## config.mk

```make
export PLATFORM = sky130hd
export DESIGN_NAME = tsbg_top
export DESIGN_NICKNAME = d
export VERILOG_FILES = /design/src/tsbg_pkg.sv /design/src/tsbg_top.sv /design/src/tsbg_sync.sv
export VERILOG_INCLUDE_DIRS = /design/src
export SDC_FILE = /design/constraint.sdc
export NUM_CORES = 1
export LEC_CHECK = 0
export BUFFER_PORTS_ARGS = -buffer_cell sky130_fd_sc_hd__buf_2
export CAP_MARGIN = 40
export CELL_PAD_IN_SITES_DETAIL_PLACEMENT = 1
export CELL_PAD_IN_SITES_GLOBAL_PLACEMENT = 1
export CORE_MARGIN = 10
export CORE_UTILIZATION = 35
export DETAILED_ROUTE_END_ITERATION = 8
export PLACE_DENSITY_LB_ADDON = 0.25
export SYNTH_ARGS = -nofsm -noshare
export SYNTH_HDL_FRONTEND = slang
export SYNTH_SLANG_ARGS = --single-unit
```

## constraint.sdc

```tcl
create_clock -name mclk -period 5.78 [get_ports mclk]
set_input_delay 1.445 -clock mclk [delete_from_list [all_inputs] [get_ports mclk]]
set_output_delay 1.445 -clock mclk [all_outputs]
set_load 0.01 [all_outputs]
```

## src/tsbg_consts.svh

```systemverilog
// Register offsets, field positions, reset values and timing counts of the timer block
`ifndef TSBG_CONSTS_SVH
`define TSBG_CONSTS_SVH
`define TSBG_OFS_MODE01   8'h00
`define TSBG_OFS_RUN01    8'h04
`define TSBG_OFS_CNT0     8'h08
`define TSBG_OFS_CNT1     8'h0C
`define TSBG_OFS_AUXCTL   8'h10
`define TSBG_OFS_AUXMODE  8'h14
`define TSBG_OFS_RELOAD2  8'h18
`define TSBG_OFS_CNT2     8'h1C
`define TSBG_OFS_SERIAL   8'h20
`define TSBG_OFS_BRG      8'h24
`define TSBG_OFS_STAT     8'h28
`define TSBG_OFS_MASK     8'h2C
`define TSBG_TM_MODE0_LO  0
`define TSBG_TM_CT0       2
`define TSBG_TM_GATE0     3
`define TSBG_TM_MODE1_LO  4
`define TSBG_TM_CT1       6
`define TSBG_TM_GATE1     7
`define TSBG_RUN0         0
`define TSBG_RUN1         1
`define TSBG_A2_CPRL      0
`define TSBG_A2_CT        1
`define TSBG_A2_RUN       2
`define TSBG_A2_EXEN      3
`define TSBG_A2_TXAUX     4
`define TSBG_A2_RXAUX     5
`define TSBG_SR_MODE_LO   0
`define TSBG_SR_DOUBLE    2
`define TSBG_SR_BRGSEL    3
`define TSBG_ST_TF0       0
`define TSBG_ST_TF1       1
`define TSBG_ST_TF2       2
`define TSBG_ST_EXF2      3
`define TSBG_RST_WORD     16'h0000
`define TSBG_RST_PIN      1'b1
`define TSBG_MC_CLKS      12
`define TSBG_MC_LAST      4'hB
`define TSBG_SHCLK_HI     4'h6
`define TSBG_FRAME_SYNC   4'h8
`define TSBG_FRAME_UART8  4'hA
`define TSBG_FRAME_UART9  4'hB
`define TSBG_RESP_OK      2'h0
`define TSBG_RESP_ERR     2'h2
`endif

```

## src/tsbg_pkg.sv

```systemverilog
// Types shared by the timer and baud block
package tsbg_pkg;
  typedef struct packed {
    logic ext_irq_zero_pin;
    logic ext_irq_one_pin;
    logic count_input_zero;
    logic count_input_one;
    logic aux_count_pin;
    logic aux_ext_pin;
  } tsbg_pins_t;
  typedef struct packed {
    logic       rx_tick;
    logic       tx_tick;
    logic       shift_clk;
    logic [3:0] frame_bits;
  } tsbg_baud_t;
  typedef struct packed {
    logic [7:0] tl;
    logic [7:0] th;
    logic       ovf;
  } tsbg_tmr_t;
  typedef enum logic [3:0] {
    TSBG_SER_SYNC  = 4'b0001,
    TSBG_SER_UART8 = 4'b0010,
    TSBG_SER_FIX9  = 4'b0100,
    TSBG_SER_VAR9  = 4'b1000
  } tsbg_smode_t;
  typedef struct packed {
    logic [7:0]  mode01;
    logic [1:0]  run01;
    logic [7:0]  tl0;
    logic [7:0]  th0;
    logic [7:0]  tl1;
    logic [7:0]  th1;
    logic [5:0]  auxctl;
    logic        updown_enable;
    logic [15:0] rc2;
    logic [15:0] cnt2;
    logic [3:0]  serial;
    logic [9:0]  brg_reload;
    logic [9:0]  brg;
    logic [3:0]  stat;
    logic [3:0]  mask;
    logic [3:0]  mc;
    logic        half;
    logic [3:0]  smp;
    logic [4:0]  rxp;
    logic [4:0]  txp;
    tsbg_baud_t  baud;
    logic        aw_ok;
    logic        aw_bad;
    logic [7:0]  aw_a;
    logic        w_ok;
    logic [31:0] w_d;
    logic [3:0]  w_s;
    logic        bvalid;
    logic [1:0]  bresp;
    logic        rvalid;
    logic [31:0] rdata;
    logic [1:0]  rresp;
  } tsbg_state_t;
endpackage : tsbg_pkg

```

## src/tsbg_top.sv

```systemverilog
// Timers 0, 1 and 2 with serial baud clock selection behind an AXI4-Lite slave
// Summary of operation
// RULE1: timers 0/1 modes: 13-bit prescaled, 16-bit, 8-bit auto-reload, split.
// RULE2: split mode: timer 0 gives two 8-bit timers, timer 1 halts.
// RULE3: timer function increments once per 12-clock machine cycle.
// RULE4: counter function increments on a sampled falling edge of its count pin.
// RULE5: edge detection spans two machine cycles; source must not toggle faster.
// RULE6: with gating on, timer 0/1 counts only while its interrupt pin is high.
// RULE7: timer 2 counts machine cycles or count-pin edges per count select; as baud source the code counts half clocks instead of machine cycles.
// RULE8: timer 2 is 16 bits; up/down follows the external pin when enabled.
// RULE9: timer 2 runs as baud source, auto-reload or capture; stops when not run.
// RULE10: reload on overflow or external edge; capture copies count on that edge.
// RULE11: baud mode sets no overflow flag; external edge still raises a request.
// RULE12: serial mode 0 is synchronous with shift clock at oscillator over 12.
// RULE13: serial mode 1 is 10-bit frames clocked from timer 1, timer 2 or generator.
// RULE14: serial mode 2 is 11-bit frames at oscillator over 64, or 32 doubled.
// RULE15: serial mode 3 frames like mode 2 with the variable baud source.
// RULE16: timer 1 source divides overflows by 32 or 16; timer 2 by 16.
// RULE17: baud generator is a free 10-bit timer at half clock with reload.
// RULE18: baud generator feeds the serial port only while its select bit is set.
`timescale 1ns/10ps
module tsbg_top
  import tsbg_pkg::*;
#(
  parameter int ADDR_W = 8
) (
  // Clock and reset
  input  wire logic              mclk,
  input  wire logic              arst_n,
  // AXI4-Lite write
  input  wire logic [ADDR_W-1:0] s_axi_awaddr,
  input  wire logic              s_axi_awvalid,
  output logic                   s_axi_awready,
  input  wire logic [31:0]       s_axi_wdata,
  input  wire logic [3:0]        s_axi_wstrb,
  input  wire logic              s_axi_wvalid,
  output logic                   s_axi_wready,
  output logic [1:0]             s_axi_bresp,
  output logic                   s_axi_bvalid,
  input  wire logic              s_axi_bready,
  // AXI4-Lite read
  input  wire logic [ADDR_W-1:0] s_axi_araddr,
  input  wire logic              s_axi_arvalid,
  output logic                   s_axi_arready,
  output logic [31:0]            s_axi_rdata,
  output logic [1:0]             s_axi_rresp,
  output logic                   s_axi_rvalid,
  input  wire logic              s_axi_rready,
  // Pins
  input  wire tsbg_pins_t        pins,
  // Serial clocking and interrupt
  output tsbg_baud_t             baud,
  output logic                   irq
);
  `include "tsbg_consts.svh"

  if (ADDR_W < 8) begin : g_chk
    $error("tsbg_top needs an address of at least 8 bits");
  end

  tsbg_state_t q;
  tsbg_state_t n;
  logic [5:0]  lvl;
  tsbg_pins_t  pl;

  tsbg_sync #(
    .W (6)
  ) u_sync (
    .mclk   (mclk),
    .arst_n (arst_n),
    .din    (pins),
    .lvl    (lvl)
  );
  assign pl = tsbg_pins_t'(lvl);

  function automatic tsbg_tmr_t tmr_step(input logic [1:0] md, input logic [7:0] tl,
                                         input logic [7:0] th, input logic inc);
    tmr_step = '{tl: tl, th: th, ovf: 1'b0};
    if (inc) begin
      case (md)
        2'b00: {tmr_step.ovf, tmr_step.th, tmr_step.tl[4:0]} = {1'b0, th, tl[4:0]} + 14'h0001;
        2'b01: {tmr_step.ovf, tmr_step.th, tmr_step.tl} = {1'b0, th, tl} + 17'h00001;
        2'b10: begin
          if (tl == 8'hFF) begin
            tmr_step.tl  = th;
            tmr_step.ovf = 1'b1;
          end else begin
            tmr_step.tl = tl + 8'h01;
          end
        end
        default: {tmr_step.ovf, tmr_step.tl} = {1'b0, tl} + 9'h001;
      endcase
    end
  endfunction : tmr_step

  // Returns {tick, next prescale}; /16 or /32 of the source pulses
  function automatic logic [5:0] bdiv(input logic [4:0] p, input logic src,
                                      input logic div16);
    bdiv = {1'b0, p};
    if (src) begin
      if (div16 ? (p[3:0] == 4'hF) : (p == 5'h1F)) begin
        bdiv = {1'b1, 5'h00};
      end else begin
        bdiv = {1'b0, p + 5'h01};
      end
    end
  endfunction : bdiv

  function automatic logic [15:0] wr16(input logic [15:0] old, input logic [31:0] d,
                                       input logic [3:0] s);
    wr16 = {s[1] ? d[15:8] : old[15:8], s[0] ? d[7:0] : old[7:0]};
  endfunction : wr16

  logic        mc_tick;
  logic        half_tick;
  logic        f_t0;
  logic        f_t1;
  logic        f_t2;
  logic        f_ex;
  logic        inc0;
  logic        inc1;
  logic        th0_ovf;
  logic        t1_ovf;
  logic        t2_src;
  logic        t2_ovf;
  logic        baud2;
  logic        brg_ovf;
  logic        wr_go;
  logic        rd_go;
  logic [3:0]  ev;
  logic [3:0]  clr;
  logic [5:0]  rxr;
  logic [5:0]  txr;
  tsbg_tmr_t   r0;
  tsbg_tmr_t   r1;
  tsbg_smode_t smode;

  always_comb begin
    n         = q;
    ev        = 4'h0;
    clr       = 4'h0;
    th0_ovf   = 1'b0;
    t2_ovf    = 1'b0;
    brg_ovf   = 1'b0;
    // Machine cycle of 12 clocks and the half-rate tick
    mc_tick   = (q.mc == `TSBG_MC_LAST);                                          // [RULE3]
    n.mc      = mc_tick ? 4'h0 : q.mc + 4'h1;
    half_tick = q.half;
    n.half    = ~q.half;
    // Pins sampled once a machine cycle, so an edge needs two samples
    if (mc_tick) begin
      n.smp = {pl.count_input_zero, pl.count_input_one, pl.aux_count_pin, pl.aux_ext_pin};
    end
    f_t0 = mc_tick & q.smp[3] & ~pl.count_input_zero;                             // [RULE4] [RULE5]
    f_t1 = mc_tick & q.smp[2] & ~pl.count_input_one;                              // [RULE4] [RULE5]
    f_t2 = mc_tick & q.smp[1] & ~pl.aux_count_pin;                                // [RULE7]
    f_ex = mc_tick & q.smp[0] & ~pl.aux_ext_pin;
    // Timers 0 and 1
    inc0 = q.run01[`TSBG_RUN0] & (~q.mode01[`TSBG_TM_GATE0] | pl.ext_irq_zero_pin)   // [RULE6]
         & (q.mode01[`TSBG_TM_CT0] ? f_t0 : mc_tick);                             // [RULE3]
    inc1 = q.run01[`TSBG_RUN1] & (~q.mode01[`TSBG_TM_GATE1] | pl.ext_irq_one_pin)    // [RULE6]
         & (q.mode01[`TSBG_TM_CT1] ? f_t1 : mc_tick)
         & (q.mode01[`TSBG_TM_MODE1_LO +: 2] != 2'b11);                           // [RULE2]
    r0 = tmr_step(q.mode01[`TSBG_TM_MODE0_LO +: 2], q.tl0, q.th0, inc0);          // [RULE1]
    r1 = tmr_step(q.mode01[`TSBG_TM_MODE1_LO +: 2], q.tl1, q.th1, inc1);          // [RULE1]
    n.tl0 = r0.tl;
    n.th0 = r0.th;
    n.tl1 = r1.tl;
    n.th1 = r1.th;
    t1_ovf = r1.ovf;
    // Split mode: the high byte runs as a plain timer on timer 1's run bit
    if (q.mode01[`TSBG_TM_MODE0_LO +: 2] == 2'b11 && mc_tick && q.run01[`TSBG_RUN1]) begin  // [RULE2]
      {th0_ovf, n.th0} = {1'b0, q.th0} + 9'h001;
    end
    ev[`TSBG_ST_TF0] = r0.ovf;
    ev[`TSBG_ST_TF1] = (q.mode01[`TSBG_TM_MODE0_LO +: 2] == 2'b11) ? th0_ovf : r1.ovf;
    // Timer 2
    baud2  = q.auxctl[`TSBG_A2_RXAUX] | q.auxctl[`TSBG_A2_TXAUX];
    t2_src = q.auxctl[`TSBG_A2_CT] ? f_t2 : (baud2 ? half_tick : mc_tick);        // [RULE7]
    if (q.auxctl[`TSBG_A2_RUN]) begin                                             // [RULE9]
      if (baud2) begin
        if (t2_src) begin
          t2_ovf = (q.cnt2 == 16'hFFFF);
          n.cnt2 = t2_ovf ? q.rc2 : q.cnt2 + 16'h0001;
        end
        ev[`TSBG_ST_EXF2] = q.auxctl[`TSBG_A2_EXEN] & f_ex;                       // [RULE11]
      end else if (q.auxctl[`TSBG_A2_CPRL]) begin
        if (t2_src) begin
          t2_ovf = (q.cnt2 == 16'hFFFF);
          n.cnt2 = q.cnt2 + 16'h0001;
        end
        if (q.auxctl[`TSBG_A2_EXEN] && f_ex) begin
          n.rc2 = q.cnt2;                                                         // [RULE10]
          ev[`TSBG_ST_EXF2] = 1'b1;
        end
      end else if (q.updown_enable) begin
        if (t2_src && pl.aux_ext_pin) begin                                       // [RULE8]
          t2_ovf = (q.cnt2 == 16'hFFFF);
          n.cnt2 = t2_ovf ? q.rc2 : q.cnt2 + 16'h0001;
        end else if (t2_src) begin
          t2_ovf = (q.cnt2 == q.rc2);
          n.cnt2 = t2_ovf ? 16'hFFFF : q.cnt2 - 16'h0001;
        end
      end else begin
        if (t2_src) begin
          t2_ovf = (q.cnt2 == 16'hFFFF);
        end
        if (t2_ovf || (q.auxctl[`TSBG_A2_EXEN] && f_ex)) begin
          n.cnt2 = q.rc2;                                                         // [RULE10]
        end else if (t2_src) begin
          n.cnt2 = q.cnt2 + 16'h0001;
        end
        ev[`TSBG_ST_EXF2] = q.auxctl[`TSBG_A2_EXEN] & f_ex;
      end
    end
    ev[`TSBG_ST_TF2] = t2_ovf & ~baud2;                                           // [RULE11]
    // Free-running baud generator at half clock
    if (half_tick) begin                                                          // [RULE17]
      brg_ovf = (q.brg == 10'h3FF);
      n.brg   = brg_ovf ? q.brg_reload : q.brg + 10'h001;
    end
    // Serial baud selection
    case (q.serial[`TSBG_SR_MODE_LO +: 2])
      2'b00:   smode = TSBG_SER_SYNC;
      2'b01:   smode = TSBG_SER_UART8;
      2'b10:   smode = TSBG_SER_FIX9;
      default: smode = TSBG_SER_VAR9;
    endcase
    rxr = bdiv(q.rxp, q.auxctl[`TSBG_A2_RXAUX] ? t2_ovf
                     : (q.serial[`TSBG_SR_BRGSEL] ? brg_ovf : t1_ovf),            // [RULE18]
               q.auxctl[`TSBG_A2_RXAUX] | q.serial[`TSBG_SR_DOUBLE]);             // [RULE16]
    txr = bdiv(q.txp, q.auxctl[`TSBG_A2_TXAUX] ? t2_ovf
                     : (q.serial[`TSBG_SR_BRGSEL] ? brg_ovf : t1_ovf),            // [RULE18]
               q.auxctl[`TSBG_A2_TXAUX] | q.serial[`TSBG_SR_DOUBLE]);             // [RULE16]
    n.baud.shift_clk = 1'b0;
    case (smode)
      TSBG_SER_SYNC: begin                                                        // [RULE12]
        n.baud.rx_tick    = mc_tick;
        n.baud.tx_tick    = mc_tick;
        n.baud.shift_clk  = (n.mc >= `TSBG_SHCLK_HI);
        n.baud.frame_bits = `TSBG_FRAME_SYNC;
        n.rxp             = 5'h00;
        n.txp             = 5'h00;
      end
      TSBG_SER_FIX9: begin                                                        // [RULE14]
        rxr               = bdiv(q.rxp, half_tick, q.serial[`TSBG_SR_DOUBLE]);
        n.baud.rx_tick    = rxr[5];
        n.baud.tx_tick    = rxr[5];
        n.baud.frame_bits = `TSBG_FRAME_UART9;
        n.rxp             = rxr[4:0];
        n.txp             = 5'h00;
      end
      default: begin                                                              // [RULE13] [RULE15]
        n.baud.rx_tick    = rxr[5];
        n.baud.tx_tick    = txr[5];
        n.baud.frame_bits = (smode == TSBG_SER_UART8) ? `TSBG_FRAME_UART8 : `TSBG_FRAME_UART9;
        n.rxp             = rxr[4:0];
        n.txp             = txr[4:0];
      end
    endcase
    // AXI4-Lite write: address and data taken in either order
    if (s_axi_awvalid && s_axi_awready) begin
      n.aw_ok  = 1'b1;
      n.aw_a   = s_axi_awaddr[7:0];
      n.aw_bad = (s_axi_awaddr >> 8) != '0;
    end
    if (s_axi_wvalid && s_axi_wready) begin
      n.w_ok = 1'b1;
      n.w_d  = s_axi_wdata;
      n.w_s  = s_axi_wstrb;
    end
    if (q.bvalid && s_axi_bready) begin
      n.bvalid = 1'b0;
    end
    // Software write overrides the hardware update of the same register
    wr_go = q.aw_ok & q.w_ok;
    if (wr_go) begin
      n.aw_ok  = 1'b0;
      n.w_ok   = 1'b0;
      n.bvalid = 1'b1;
      n.bresp  = `TSBG_RESP_OK;
      if (q.aw_bad) begin
        n.bresp = `TSBG_RESP_ERR;
      end else if (q.aw_a == `TSBG_OFS_MODE01) begin
        n.mode01 = q.w_s[0] ? q.w_d[7:0] : q.mode01;
      end else if (q.aw_a == `TSBG_OFS_RUN01) begin
        n.run01 = q.w_s[0] ? q.w_d[1:0] : q.run01;
      end else if (q.aw_a == `TSBG_OFS_CNT0) begin
        {n.th0, n.tl0} = wr16({q.th0, q.tl0}, q.w_d, q.w_s);
      end else if (q.aw_a == `TSBG_OFS_CNT1) begin
        {n.th1, n.tl1} = wr16({q.th1, q.tl1}, q.w_d, q.w_s);
      end else if (q.aw_a == `TSBG_OFS_AUXCTL) begin
        n.auxctl = q.w_s[0] ? q.w_d[5:0] : q.auxctl;
      end else if (q.aw_a == `TSBG_OFS_AUXMODE) begin
        n.updown_enable = q.w_s[0] ? q.w_d[0] : q.updown_enable;
      end else if (q.aw_a == `TSBG_OFS_RELOAD2) begin
        n.rc2 = wr16(q.rc2, q.w_d, q.w_s);
      end else if (q.aw_a == `TSBG_OFS_CNT2) begin
        n.cnt2 = wr16(q.cnt2, q.w_d, q.w_s);
      end else if (q.aw_a == `TSBG_OFS_SERIAL) begin
        n.serial = q.w_s[0] ? q.w_d[3:0] : q.serial;
      end else if (q.aw_a == `TSBG_OFS_BRG) begin
        n.brg_reload = 10'(wr16({6'h00, q.brg_reload}, q.w_d, q.w_s));
      end else if (q.aw_a == `TSBG_OFS_MASK) begin
        n.mask = q.w_s[0] ? q.w_d[3:0] : q.mask;
      end else if (q.aw_a != `TSBG_OFS_STAT) begin
        n.bresp = `TSBG_RESP_ERR;
      end
    end
    // AXI4-Lite read; status clears on read but a new event still sets
    rd_go = s_axi_arvalid & s_axi_arready;
    if (q.rvalid && s_axi_rready) begin
      n.rvalid = 1'b0;
    end
    if (rd_go) begin
      n.rvalid = 1'b1;
      n.rresp  = `TSBG_RESP_OK;
      n.rdata  = 32'h0000_0000;
      if ((s_axi_araddr >> 8) != '0) begin
        n.rresp = `TSBG_RESP_ERR;
      end else if (s_axi_araddr[7:0] == `TSBG_OFS_MODE01) begin
        n.rdata[7:0] = q.mode01;
      end else if (s_axi_araddr[7:0] == `TSBG_OFS_RUN01) begin
        n.rdata[1:0] = q.run01;
      end else if (s_axi_araddr[7:0] == `TSBG_OFS_CNT0) begin
        n.rdata[15:0] = {q.th0, q.tl0};
      end else if (s_axi_araddr[7:0] == `TSBG_OFS_CNT1) begin
        n.rdata[15:0] = {q.th1, q.tl1};
      end else if (s_axi_araddr[7:0] == `TSBG_OFS_AUXCTL) begin
        n.rdata[5:0] = q.auxctl;
      end else if (s_axi_araddr[7:0] == `TSBG_OFS_AUXMODE) begin
        n.rdata[0] = q.updown_enable;
      end else if (s_axi_araddr[7:0] == `TSBG_OFS_RELOAD2) begin
        n.rdata[15:0] = q.rc2;
      end else if (s_axi_araddr[7:0] == `TSBG_OFS_CNT2) begin
        n.rdata[15:0] = q.cnt2;
      end else if (s_axi_araddr[7:0] == `TSBG_OFS_SERIAL) begin
        n.rdata[3:0] = q.serial;
      end else if (s_axi_araddr[7:0] == `TSBG_OFS_BRG) begin
        n.rdata[9:0] = q.brg_reload;
      end else if (s_axi_araddr[7:0] == `TSBG_OFS_STAT) begin
        n.rdata[3:0] = q.stat;
        clr          = q.stat;
      end else if (s_axi_araddr[7:0] == `TSBG_OFS_MASK) begin
        n.rdata[3:0] = q.mask;
      end else begin
        n.rresp = `TSBG_RESP_ERR;
      end
    end
    n.stat = (q.stat & ~clr) | ev;
  end

  always_ff @(posedge mclk or negedge arst_n) begin
    if (!arst_n) begin
      q <= '0;
    end else begin
      q <= n;
    end
  end

  assign s_axi_awready = ~q.aw_ok & ~q.bvalid;
  assign s_axi_wready  = ~q.w_ok & ~q.bvalid;
  assign s_axi_bvalid  = q.bvalid;
  assign s_axi_bresp   = q.bresp;
  assign s_axi_arready = ~q.rvalid;
  assign s_axi_rvalid  = q.rvalid;
  assign s_axi_rdata   = q.rdata;
  assign s_axi_rresp   = q.rresp;
  assign baud          = q.baud;
  assign irq           = |(q.stat & q.mask);
endmodule : tsbg_top

```

## src/tsbg_sync.sv

```systemverilog
// Three-stage pin synchroniser; a level is taken once stages two and three agree
`timescale 1ns/10ps
module tsbg_sync #(
  parameter int W = 6
) (
  // Clock and reset
  input  wire logic         mclk,
  input  wire logic         arst_n,
  // Pins in, clean levels out
  input  wire logic [W-1:0] din,
  output logic      [W-1:0] lvl
);
  `include "tsbg_consts.svh"
  typedef struct packed {
    logic [W-1:0] s1;
    logic [W-1:0] s2;
    logic [W-1:0] s3;
    logic [W-1:0] lv;
  } tsbg_sync_t;

  tsbg_sync_t q;
  tsbg_sync_t n;

  if (W < 1) begin : g_chk
    $error("tsbg_sync needs at least one bit");
  end

  always_comb begin
    n    = q;
    n.s1 = din;
    n.s2 = q.s1;
    n.s3 = q.s2;
    for (int i = 0; i < W; i++) begin
      if (q.s2[i] == q.s3[i]) begin
        n.lv[i] = q.s3[i];
      end
    end
  end

  // Pins idle high so no false falling edge follows reset
  always_ff @(posedge mclk or negedge arst_n) begin
    if (!arst_n) begin
      q <= '{s1: {W{`TSBG_RST_PIN}}, s2: {W{`TSBG_RST_PIN}},
             s3: {W{`TSBG_RST_PIN}}, lv: {W{`TSBG_RST_PIN}}};
    end else begin
      q <= n;
    end
  end

  assign lvl = q.lv;
endmodule : tsbg_sync

```

==> results of run 1 <==
[flip-flops by register name (all words and copies together) (netlist names)]
signal,cells
baud,6
half_tick,1
q,159
s_axi_bresp,1
s_axi_bvalid,1
s_axi_rdata,16
s_axi_rresp,1
s_axi_rvalid,1
u_sync.lvl,6
u_sync.n,12
u_sync.q,6
[where the power goes]
group          internal, W  leakage, nW  switching (W)  total [W]
clock network     0.000961        0.410       0.000676    0.00164
logic             0.000608         2.97       0.000713    0.00132
registers          0.00175         2.69       0.000739    0.00248
total              0.00331         6.07        0.00213    0.00544
[critical path: stages]
cell                       delay, ns
sky130_fd_sc_hd__buf_2          0.10
sky130_fd_sc_hd__nor4_1         0.75
sky130_fd_sc_hd__nand2_1        0.40
sky130_fd_sc_hd__nor2_1         0.72
sky130_fd_sc_hd__a222oi_1       0.26
sky130_fd_sc_hd__a31oi_1        0.22
[through the flow]
step / worst slack [ns] / std cells / power, W / utilization, %
6_report: 2.35 / 1928 / 0.00544 / 39.4
3_3_place_gp: 1.85 / 1874 / 0.00375 / 36.9
5_1_grt: 2.15 / 1928 / 0.00573 / 39.4
3_5_place_dp: 1.82 / 1880 / 0.00381 / 37.0
4_1_cts: 2.38 / 1928 / 0.00547 / 39.4
2_1_floorplan: 2.47 / 1445 / 0.00314 / -
[cell type report]
class / count / area (um^2) / area share, %
Inverter: 24 / 90.1 / 0.627
Sequential cell: 210 / 5290 / 36.8
Clock inverter: 12 / 133 / 0.922
Tap cell: 468 / 586 / 4.07
Clock buffer: 36 / 718 / 5.00
Timing Repair Buffer: 103 / 623 / 4.33
Multi-Input combinational cell: 1075 / 6940 / 48.3
[cell families after synthesis]
family / Yosys count / share of synthesized area, %
AOI/OAI and AO/OA: 408 / 21.2
adders and majority gates: 18 / 1.62
xor gates and xnor gates: 50 / 3.38
muxes: 93 / 8.22
other: 2 / 0.0580
buffers and inverters: 160 / 6.13
and+or+nand+nor: 486 / 18.6
DFF: 210 / 40.8
[how the worst max path moves through the flow]
stage	start	to	slack (ns)
detailed placement	s_axi_araddr[1]	s_axi_rdata[8]	1.82
CTS	s_axi_araddr[1]	s_axi_rdata[6]	2.38
global placement	s_axi_araddr[1]	s_axi_rdata[8]	1.85
global route	s_axi_araddr[1]	s_axi_rdata[1]	2.15
finish	s_axi_araddr[1]	s_axi_rdata[6]	2.35
floorplan	s_axi_araddr[1]	s_axi_rdata[8]	2.47
[metal layers]
layer	part of all wire, %	routed length (um)	global-route usage (%)	up-vias
met3	5.0	2410	3.22	76
met5	0	0	0	-
met2	48	23000	34.8	318
li1	-	-	-	5269
met4	3.0	1440	7.36	0
met1	44	21000	27.2	5900
[synth_stat cells (24+ instances only)]
cell	number	share of area (%)
sky130_fd_sc_hd__dfrtp_1	186	36
sky130_fd_sc_hd__nand2_1	146	4.2
sky130_fd_sc_hd__nor2_1	112	3.2
sky130_fd_sc_hd__a21oi_1	97	3.8
sky130_fd_sc_hd__clkbuf_1	68	2.0
sky130_fd_sc_hd__mux2_2	66	5.7
sky130_fd_sc_hd__o21ai_0	65	2.5
sky130_fd_sc_hd__nand3_1	52	2.0
sky130_fd_sc_hd__buf_4	43	2.5
sky130_fd_sc_hd__xnor2_1	34	2.3
sky130_fd_sc_hd__a22oi_1	33	1.9
sky130_fd_sc_hd__a31oi_1	32	1.5
sky130_fd_sc_hd__and3_1	27	1.3
sky130_fd_sc_hd__a211oi_1	25	1.4
sky130_fd_sc_hd__nor3_1	25	0.97
sky130_fd_sc_hd__o22ai_1	25	1.2
sky130_fd_sc_hd__dfstp_2	24	4.9
[cells in the final DEF, fill, tap and decap left out, drive strengths merged, types with 7 or more instances in the layout]
cell     count
a311oi      10
conb        20
a221oi       7
nand4       17
mux2i       24
ha          12
o22ai       25
dfrtp      186
and3        27
a2111oi      7
nor3        26
clkbuf      36
clkinv       8
nand2b      15
inv         23
nand3       52
mux2        66
or4          9
o21ai       72
nor2       112
and4         7
a21o         8
nor2b       13
a31oi       32
dfstp       24
nor4         9
a222oi      14
a211oi      25
o211ai      10
a21oi       99
and2        21
a22oi       33
nand2      146
buf        103
or3          9
xnor2       34
xor2        16
==> impl_summary.log, run 1 <==
[metrics] run status: finished clean
[metrics] placeable core area: between 30,000 and 40,000 um^2
[metrics] Max Slew Vio Count: 0
[metrics] pin count of the biggest net entering global routing: 107
[metrics] share of the yosys chip area belonging to registers: about 40%
[metrics] fraction of final layout cells sized beyond drive strength 1: between 10% and 20%
[metrics] detailed-route wire length per cell: between 20 and 25 um
[metrics] mean area per synthesized cell: 9.07 um^2
[metrics] Hold Path Cell Cnt: 0
[metrics] cell count after synthesis: ~1,400
[metrics] Placer Congestion: 0.927
[metrics] source of the worst register-to-register timing path: q[143]
[metrics] Hold Path Sink: u_sync.n[9]
[metrics] clock-pin slew of the registers on the worst-case setup and hold paths: about 0.06 ns
[metrics] MaxCap Viol Count: 0
[metrics] final non-filler cell area: ~14,000 um^2
[metrics] nature of the critical path endpoint: register
[metrics] LEAKAGE: slightly above 6 nW
[metrics] Detail Placement HPWL: 34,700 um
[metrics] H-Tree Level Count: 1
[metrics] count of antenna-violating nets left after detailed routing: 0
[metrics] number of nets in the finished design: 1,517
[metrics] synthesis-to-finish area growth: 11.1%
[metrics] buffer cell driving the clock tree root: sky130_fd_sc_hd__clkbuf_16
[metrics] CTS Hold Bufs: 0
[metrics] first-pass GRT wire length: between 70,000 and 80,000 um
[metrics] Vias: about 12,000
[metrics] final worst-path cycle share: about three fifths
[metrics] number of input and output port buffers inserted: 76
[metrics] flop2flop setup slack: 2.43 ns
[metrics] Post-CTS Setup Bufs: 0
[metrics] nature of the critical path startpoint: input port
[metrics] worst reg2reg path depth: 8
[metrics] Synth async-reset ratio: between 90% and 100%
[metrics] Die Span Y: 212 um
[metrics] total iterations of the first detailed-routing run: 6
[metrics] post-synth cell types: 84
[metrics] total routed wirelength: 47,800 um
[metrics] TritonCTS clock tree: done
[metrics] post-synthesis instance area: between 10,000 and 15,000 um^2
[metrics] fill cell instance count of the final layout: 4,199
[metrics] CTS sink count: 210
[metrics] vias in the first global route: about 12,000
[metrics] setup repair after global routing missed its margin: false
[metrics] Critical Setup Path Class: input port to register
[metrics] post-DR vias/cell: around 6.0
[metrics] leftover overflow at the end of global routing: 0
[metrics] number of primary I/O pins: approximately 110
[metrics] clk_lat worst skew: about 0.55 ns
[metrics] upper clock frequency limit: 291 MHz
[metrics] Die X: around 210 um
[metrics] Area after DPL: 13,500 um^2
[metrics] origin of the worst min-delay path: u_sync.n[15]
[metrics] smallest hold slack: about 0.35 ns
[metrics] Least-Margin Pin Slew: between 0.8 and 0.9 ns
[metrics] area of the die: roughly 45,000 um^2
[metrics] Post-route DRC: 0
[metrics] EDFF count, synth: 0
[metrics] final worst clock skew: around 0.010 ns
[metrics] shortest period the worst path allows: approximately 3.4 ns
[metrics] # diodes: 0
[metrics] Detailed Route Iter0 Violations: just under 1,000
[metrics] worst reg2reg path endpoint: q[155]
[metrics] count of standard-cell rows: 70
[metrics] relative slew slack: a little over two fifths
[metrics] Arrival @ worst endpoint: ~3.9 ns
[metrics] crit path max fanout: 10
[metrics] register bit count reported by yosys: 210
[metrics] final-report hold violation count: 0
[metrics] Global Route Usage Sum: approximately a fifth
[metrics] number of setup violations in the final report: 0
[metrics] antenna violations before repair: 0
[metrics] Setup Total Neg Slack: 0 ns
[metrics] number of buffers inserted during clock tree synthesis: 26
[metrics] Pwr Density: roughly 380 nW/um^2
[metrics] largest vdd supply drop: 0.420 mV
[metrics] PostCTS Resize Cnt: 0
[metrics] maximum clock path buffer count: 3
[metrics] Worst Hold Class: register to register
[metrics] dominant synthesized flop cell: sky130_fd_sc_hd__dfrtp_1
[metrics] endpoint required time on the critical path: about 6.3 ns
[metrics] synth warn: 0
[metrics] initial cell density of the core: between 30% and 40%
Power figures use the tool's default switching activity.
==> run 2, diff against run 1 <==
==> constraint.sdc (replaced) <==
create_clock -name mclk -period 3.4 [get_ports mclk]
set_input_delay 0.85 -clock mclk [delete_from_list [all_inputs] [get_ports mclk]]
set_output_delay 0.85 -clock mclk [all_outputs]
set_load 0.01 [all_outputs]
==> impl_summary.log, run 2 (same netlist as run 1, synthesis figures left out) <==
[metrics] run status: finished clean
[metrics] crit path max fanout: 12 (+2)
[metrics] CTS sink count: 210 (unchanged)
[metrics] PostCTS Resize Cnt: 0 (unchanged)
[metrics] number of input and output port buffers inserted: 76 (unchanged)
[metrics] Worst Hold Class: input port to async pin
[metrics] Global Route Usage Sum: 21.5% (+0.48 points)
[metrics] Placer Congestion: 0.923 (-0.49%)
[metrics] upper clock frequency limit: about 320 MHz
[metrics] vias in the first global route: 12,402 (+3.3%)
[metrics] Critical Setup Path Class: register to register
[metrics] initial cell density of the core: 35.4% (unchanged)
[metrics] largest stage delay on the critical path: 0.48 ns (-0.27 ns)
[metrics] clock-pin slew of the registers on the worst-case setup and hold paths: 0.06 ns (about the same)
[metrics] Crit path max-delay family: simple AND/OR/NAND/NOR gates
[metrics] number of nets in the finished design: 1,562 (+3.0%)
[metrics] clk_lat worst skew: 0.57 ns (+0.02 ns)
[metrics] area of the die: 45,100 um^2 (unchanged)
[metrics] Setup Total Neg Slack: 0 ns (unchanged)
[metrics] number of buffers inserted during clock tree synthesis: 25 (-3.8%)
[metrics] TritonCTS clock tree: done
[metrics] Post-CTS Setup Bufs: 0 (unchanged)
[metrics] leftover overflow at the end of global routing: 0 (unchanged)
[metrics] buffer cell driving the clock tree root: sky130_fd_sc_hd__clkbuf_16
[metrics] cells along the critical path: ha_1 > and3b_1 > o21a_1 > buf_12 > nor2_1 > buf_4 > nor2_1 > buf_4 > nand3_1 > a21oi_1 > a311oi_1
[metrics] fraction of final layout cells sized beyond drive strength 1: 20.7% (+2.7 points)
[metrics] nature of the critical path endpoint: register
[metrics] number of flip-flops under the largest register name: 159 (unchanged)
[metrics] post-DR vias/cell: 6.09 (+1.5%)
[metrics] final worst clock skew: 0.0262 ns (+0.0159 ns)
[metrics] Die X: 212 um (unchanged)
[metrics] endpoint required time on the critical path: 3.82 ns (-2.43 ns)
[metrics] Top reg by flops: q
[metrics] largest vdd supply drop: 0.442 mV (+5.3%)
[metrics] LEAKAGE: 6.31 nW (+4.1%)
[metrics] count of standard-cell rows: 70 (unchanged)
[metrics] synthesis-to-finish area growth: 13.9%
[metrics] count of antenna-violating nets left after detailed routing: 0 (unchanged)
[metrics] Post-route DRC: 0 (unchanged)
[metrics] Least-Margin Pin Slew: 0.818 ns (-0.0465 ns)
[metrics] maximum clock path buffer count: 3 (unchanged)
[metrics] pin count of the biggest net entering global routing: 80 (-25%)
[metrics] Max Slew Vio Count: 0 (unchanged)
[metrics] most common cell after layout, fill and taps aside: sky130_fd_sc_hd__dfrtp_1
[metrics] H-Tree Level Count: 1 (unchanged)
[metrics] first-pass GRT wire length: 75,700 um (+2.6%)
[metrics] Pwr Density: 642 nW/um^2 (+70%)
[metrics] shortest period the worst path allows: ~3.2 ns
[metrics] Critical Path Slowest Stage Cell: sky130_fd_sc_hd__o21a_1
[metrics] buffering stage count on the worst path with inverters included: 3 (+2)
[metrics] setup repair after global routing missed its margin: false
[metrics] antenna violations before repair: 0 (unchanged)
[metrics] number of primary I/O pins: 114 (unchanged)
[metrics] placeable core area: 36,500 um^2 (unchanged)
[metrics] total iterations of the first detailed-routing run: 8 (+2)
[metrics] number of setup violations in the final report: 0 (unchanged)
[metrics] most frequent cells in the layout: 186 x sky130_fd_sc_hd__dfrtp_1, 146 x sky130_fd_sc_hd__nand2_1, 112 x sky130_fd_sc_hd__nor2_1, 97 x sky130_fd_sc_hd__a21oi_1, 75 x sky130_fd_sc_hd__buf_2
[metrics] final worst-path cycle share: 92.6%
[metrics] Die Span Y: 212 um (unchanged)
[metrics] total routed wirelength: 48,700 um (+2.0%)
[metrics] Detail Placement HPWL: 35,800 um (+3.3%)
[metrics] relative slew slack: 44.7% (+2.9 points)
[metrics] MaxCap Viol Count: 0 (unchanged)
[metrics] Vias: 12,010 (+3.9%)
[metrics] nature of the critical path startpoint: register
[metrics] Detailed Route Iter0 Violations: 1,091 (+11%)
[metrics] final-report hold violation count: 0 (unchanged)
[metrics] Finished Core Util: 40.4% (+1.0 points)
[metrics] Arrival @ worst endpoint: 3.57 ns (-0.33 ns)
[metrics] CTS Hold Bufs: 0 (unchanged)
[metrics] detailed-route wire length per cell: 24.7 um (-0.29%)
[metrics] # diodes: 0 (unchanged)
[run 2: cell count changes in the layout (fill, tap and decap cells not counted), sizes merged]
cell    before  now
buf        103  149
clkbuf      36   31
bufinv       2    3
clkinv       8    9
inv         23   24
[run 2: per-stage QoR]
step	hold WS, ns	instance area [um^2]	instances	power [W]	setup slack (ns)
6_report	0.306	14700	1972	0.00947	0.250
5_1_grt	0.338	14700	1972	0.00997	0.0357
4_1_cts	0.311	14700	1972	0.00951	0.329
3_5_place_dp	0.347	13900	1926	0.00661	0.354
3_3_place_gp	0.346	13900	1925	0.00654	0.379
2_1_floorplan	0.345	13000	1445	0.00535	0.684
[run 2: cell type report]
class | count | area [um^2]
fillers | 4204 | 21800
multi-input cells | 1075 | 6940
flip-flops and latches | 210 | 5290
repair buffers | 149 | 976
clock buffers | 31 | 688
well taps | 468 | 586
clock inverters | 15 | 180
inverters | 24 | 90.1
[run 2: path summary, 6_finish.rpt]
path / start / to / slack [ns] / depth (start not counted)
setup / recovery: q[107] / q[156] / 0.25 / 11
hold / removal: arst_n / baud[6] / 0.31 / 1
max in group asynchronous: arst_n / u_sync.n[11] / 2.26 / 2
setup reg to reg: q[107] / q[156] / 0.25 / 11
min in group mclk: u_sync.n[15] / u_sync.n[9] / 0.35 / 0
hold reg to reg: u_sync.n[15] / u_sync.n[9] / 0.35 / 0
[run 2: report_power, final]
group	switching, W	total (W)	internal (W)
Sequential	0.00108	0.00405	0.00297
Combinational	0.00144	0.00258	0.00113
Clock	0.00117	0.00284	0.00168
[run 2: layer usage]
layer	global-route usage (%)	part of all wire, %
met1	28.1	43
met2	35.8	48
met3	2.87	6.1
met4	6.97	3.0
met5	0	0
==> run 3, diff against run 2 <==
--- a/config.mk
+++ b/config.mk
@@ -12,6 +12,7 @@
 export CELL_PAD_IN_SITES_GLOBAL_PLACEMENT = 1
 export CORE_MARGIN = 10
 export CORE_UTILIZATION = 35
+export CTS_BUF_LIST = sky130_fd_sc_hd__clkbuf_4 sky130_fd_sc_hd__clkbuf_8
 export DETAILED_ROUTE_END_ITERATION = 8
 export PLACE_DENSITY_LB_ADDON = 0.25
 export SYNTH_ARGS = -nofsm -noshare
==> impl_summary.log, run 3 (same netlist as run 1, synthesis figures left out) <==
[metrics] run status: finished clean
[metrics] number of input and output port buffers inserted: 76 (unchanged)
[metrics] number of cells on the critical path: 11 (unchanged)
[metrics] Global Route Usage Sum: 21.6% (+0.18 points)
[metrics] internal power: 0.00583 W (+0.80%)
[metrics] number of primary I/O pins: 114 (unchanged)
[metrics] total iterations of the first detailed-routing run: 9 (+1)
[metrics] number of setup violations in the final report: 0 (unchanged)
[metrics] source of the worst register-to-register timing path: q[107]
[metrics] setup slack after layout: 0.263 ns (+0.0134 ns)
[metrics] Top reg by flops: q
[metrics] Max Slew Vio Count: 0 (unchanged)
[metrics] Vias: 12,091 (+0.67%)
[metrics] relative contribution of the clock network to total power: 30.7% (+0.7 points)
[metrics] Place WS: 0.354 ns (unchanged)
[metrics] most common cell after layout, fill and taps aside: sky130_fd_sc_hd__dfrtp_1
[metrics] clock-pin slew of the registers on the worst-case setup and hold paths: 0.06 ns (about the same)
[metrics] largest vdd supply drop: 0.608 mV (+37%)
[metrics] first-pass GRT wire length: 76,100 um (+0.50%)
[metrics] Pwr Density: 645 nW/um^2 (+0.44%)
[metrics] sequential cell fraction of total power: 42.3% (-0.5 points)
[metrics] upper clock frequency limit: 319 MHz (+0.43%)
[metrics] leftover overflow at the end of global routing: 0 (unchanged)
[metrics] fraction of final layout cells sized beyond drive strength 1: 22.4% (+1.7 points)
[metrics] total routed wirelength: 49,100 um (+0.65%)
[metrics] clk_lat worst skew: 0.60 ns (+0.03 ns)
[metrics] largest stage delay on the critical path: 0.48 ns (about the same)
[metrics] count of antenna-violating nets left after detailed routing: 0 (unchanged)
[metrics] initial cell density of the core: 35.4% (unchanged)
[metrics] vias in the first global route: 12,494 (+0.74%)
[metrics] Worst Hold Class: input port to async pin
[metrics] CTS sink count: 210 (unchanged)
[metrics] Arrival @ worst endpoint: 3.58 ns (about the same)
[metrics] nature of the critical path endpoint: register
[metrics] Placer Congestion: 0.923 (unchanged)
[metrics] buffer cell driving the clock tree root: sky130_fd_sc_hd__clkbuf_8
[metrics] setup repair after global routing missed its margin: false
[metrics] relative slew slack: 44.5% (-0.24 points)
[metrics] count of standard-cell rows: 70 (unchanged)
[metrics] buffering stage count on the worst path with inverters included: 3 (unchanged)
[metrics] Least-Margin Pin Slew: 0.822 ns (+0.00352 ns)
[metrics] synthesis-to-finish area growth: 14.6%
[metrics] placeable core area: 36,500 um^2 (unchanged)
[metrics] CTS Hold Bufs: 0 (unchanged)
[metrics] endpoint required time on the critical path: 3.84 ns (+0.02 ns)
[metrics] number of flip-flops under the largest register name: 159 (unchanged)
[metrics] Die Span Y: 212 um (unchanged)
[metrics] shortest period the worst path allows: 3.14 ns (-0.0134 ns)
[metrics] PostCTS Resize Cnt: 0 (unchanged)
[metrics] Post-CTS Setup Bufs: 0 (unchanged)
[metrics] final worst-path cycle share: 92.3% (-0.39 points)
[metrics] post-DR vias/cell: 6.04 (-0.83%)
[metrics] nature of the critical path startpoint: register
[metrics] flop2flop setup slack: 0.26 ns (about the same)
[metrics] switching power: 0.00374 W (+1.4%)
[metrics] area of the die: 45,100 um^2 (unchanged)
[metrics] part of the power in combinational logic: 27.0% (-0.2 points)
[metrics] LEAKAGE: 6.40 nW (+1.3%)
[metrics] detailed-route wire length per cell: 24.5 um (-0.86%)
[metrics] worst reg2reg path depth: 11 (unchanged)
[metrics] H-Tree Level Count: 2 (+1)
[metrics] Critical Path Slowest Stage Cell: sky130_fd_sc_hd__o21a_1
[metrics] number of nets in the finished design: 1,578 (+1.0%)
[metrics] maximum clock path buffer count: 3 (unchanged)
[metrics] Crit path max-delay family: simple AND/OR/NAND/NOR gates
[metrics] most frequent cells in the layout: 186 x sky130_fd_sc_hd__dfrtp_1, 146 x sky130_fd_sc_hd__nand2_1, 112 x sky130_fd_sc_hd__nor2_1, 97 x sky130_fd_sc_hd__a21oi_1, 75 x sky130_fd_sc_hd__buf_2
[metrics] Detail Placement HPWL: 35,800 um (unchanged)
[metrics] Critical Setup Path Class: register to register
[metrics] cells along the critical path: ha_1 > and3b_1 > o21a_1 > buf_12 > nor2_1 > buf_4 > nor2_1 > buf_4 > nand3_1 > a21oi_1 > a311oi_1
[metrics] MaxCap Viol Count: 0 (unchanged)
[metrics] switching portion of total power: 39.1% (+0.15 points)
[metrics] Die X: 212 um (unchanged)
[metrics] # diodes: 0 (unchanged)
[metrics] Detailed Route Iter0 Violations: 1,174 (+7.6%)
[metrics] Setup Total Neg Slack: 0 ns (unchanged)
[metrics] crit path max fanout: 12 (unchanged)
[metrics] final worst clock skew: 0.0309 ns (+0.00468 ns)
[metrics] pin count of the biggest net entering global routing: 80 (unchanged)
[metrics] number of buffers inserted during clock tree synthesis: 41 (+64%)
[metrics] Post-route DRC: 0 (unchanged)
[metrics] TritonCTS clock tree: done
[metrics] antenna violations before repair: 0 (unchanged)
[metrics] fill cell instance count of the final layout: 4,207 (+0.071%)
[metrics] final-report hold violation count: 0 (unchanged)
[metrics] worst reg2reg path endpoint: q[156]
-- run 3: cell types whose count changed in the layout (fill, tap and decap cells not counted) --
| cell | change |
|---|---|
| sky130_fd_sc_hd__clkbuf_4 | +12 |
| sky130_fd_sc_hd__bufinv_16 | -1 |
| sky130_fd_sc_hd__inv_16 | -1 |
| sky130_fd_sc_hd__clkinvlp_4 | -2 |
| sky130_fd_sc_hd__clkinv_4 | -2 |
| sky130_fd_sc_hd__inv_8 | +1 |
| sky130_fd_sc_hd__clkbuf_16 | -25 |
| sky130_fd_sc_hd__clkbuf_8 | +50 |
| sky130_fd_sc_hd__clkbuf_1 | -2 |
| sky130_fd_sc_hd__clkinv_2 | -2 |
| sky130_fd_sc_hd__inv_6 | +1 |
| sky130_fd_sc_hd__clkinv_8 | +1 |
-- run 3: worst max path at each step --
| stage | to | from | slack, ns |
|---|---|---|---|
| floorplan | s_axi_rdata[8] | s_axi_araddr[1] | 0.68 |
| global placement | s_axi_rdata[7] | s_axi_araddr[1] | 0.38 |
| detailed placement | s_axi_rdata[7] | s_axi_araddr[1] | 0.35 |
| CTS | q[155] | q[107] | 0.32 |
| global route | q[155] | q[107] | 0.03 |
| finish | q[156] | q[107] | 0.26 |
-- run 3: area by class of cell --
type                       instances  area (um^2)  area share, %
sequential                       210         5290           35.6
inverter                          24         90.1          0.607
multi-input combinational       1075         6940           46.8
timing repair buffer             149          976           6.58
tap                              468          586           3.95
clock inverter                    10          124          0.835
clock buffer                      66          833           5.62
-- run 3: layer usage --
| metal | global-route usage, % | wire (um) |
|---|---|---|
| met1 | 27.9 | 21200 |
| met2 | 36.2 | 23600 |
| met3 | 3.65 | 2940 |
| met4 | 6.75 | 1300 |
| met5 | 0 | 0 |
-- run 3: power by group through the flow --
stage	Sequential (W)	Combinational, W	Clock, W
after floorplan	0.00338	0.00196	0
after global placement	0.00404	0.00250	0
after detailed placement	0.00406	0.00255	0
after CTS	0.00402	0.00257	0.00302
after global routing	0.00411	0.00282	0.00315
final	0.00405	0.00258	0.00294
-- run 3: per-stage QoR --
stage / instance area, um^2 / power, W / util, % / std cells / hold WS, ns
floorplan: 13000 / 0.00535 / - / 1445 / 0.345
global placement: 13900 / 0.00654 / 38.0 / 1925 / 0.346
detailed placement: 13900 / 0.00661 / 38.0 / 1926 / 0.347
CTS: 14800 / 0.00961 / 40.6 / 2002 / 0.285
global route: 14800 / 0.0101 / 40.6 / 2002 / 0.305
finish: 14800 / 0.00957 / 40.6 / 2002 / 0.264
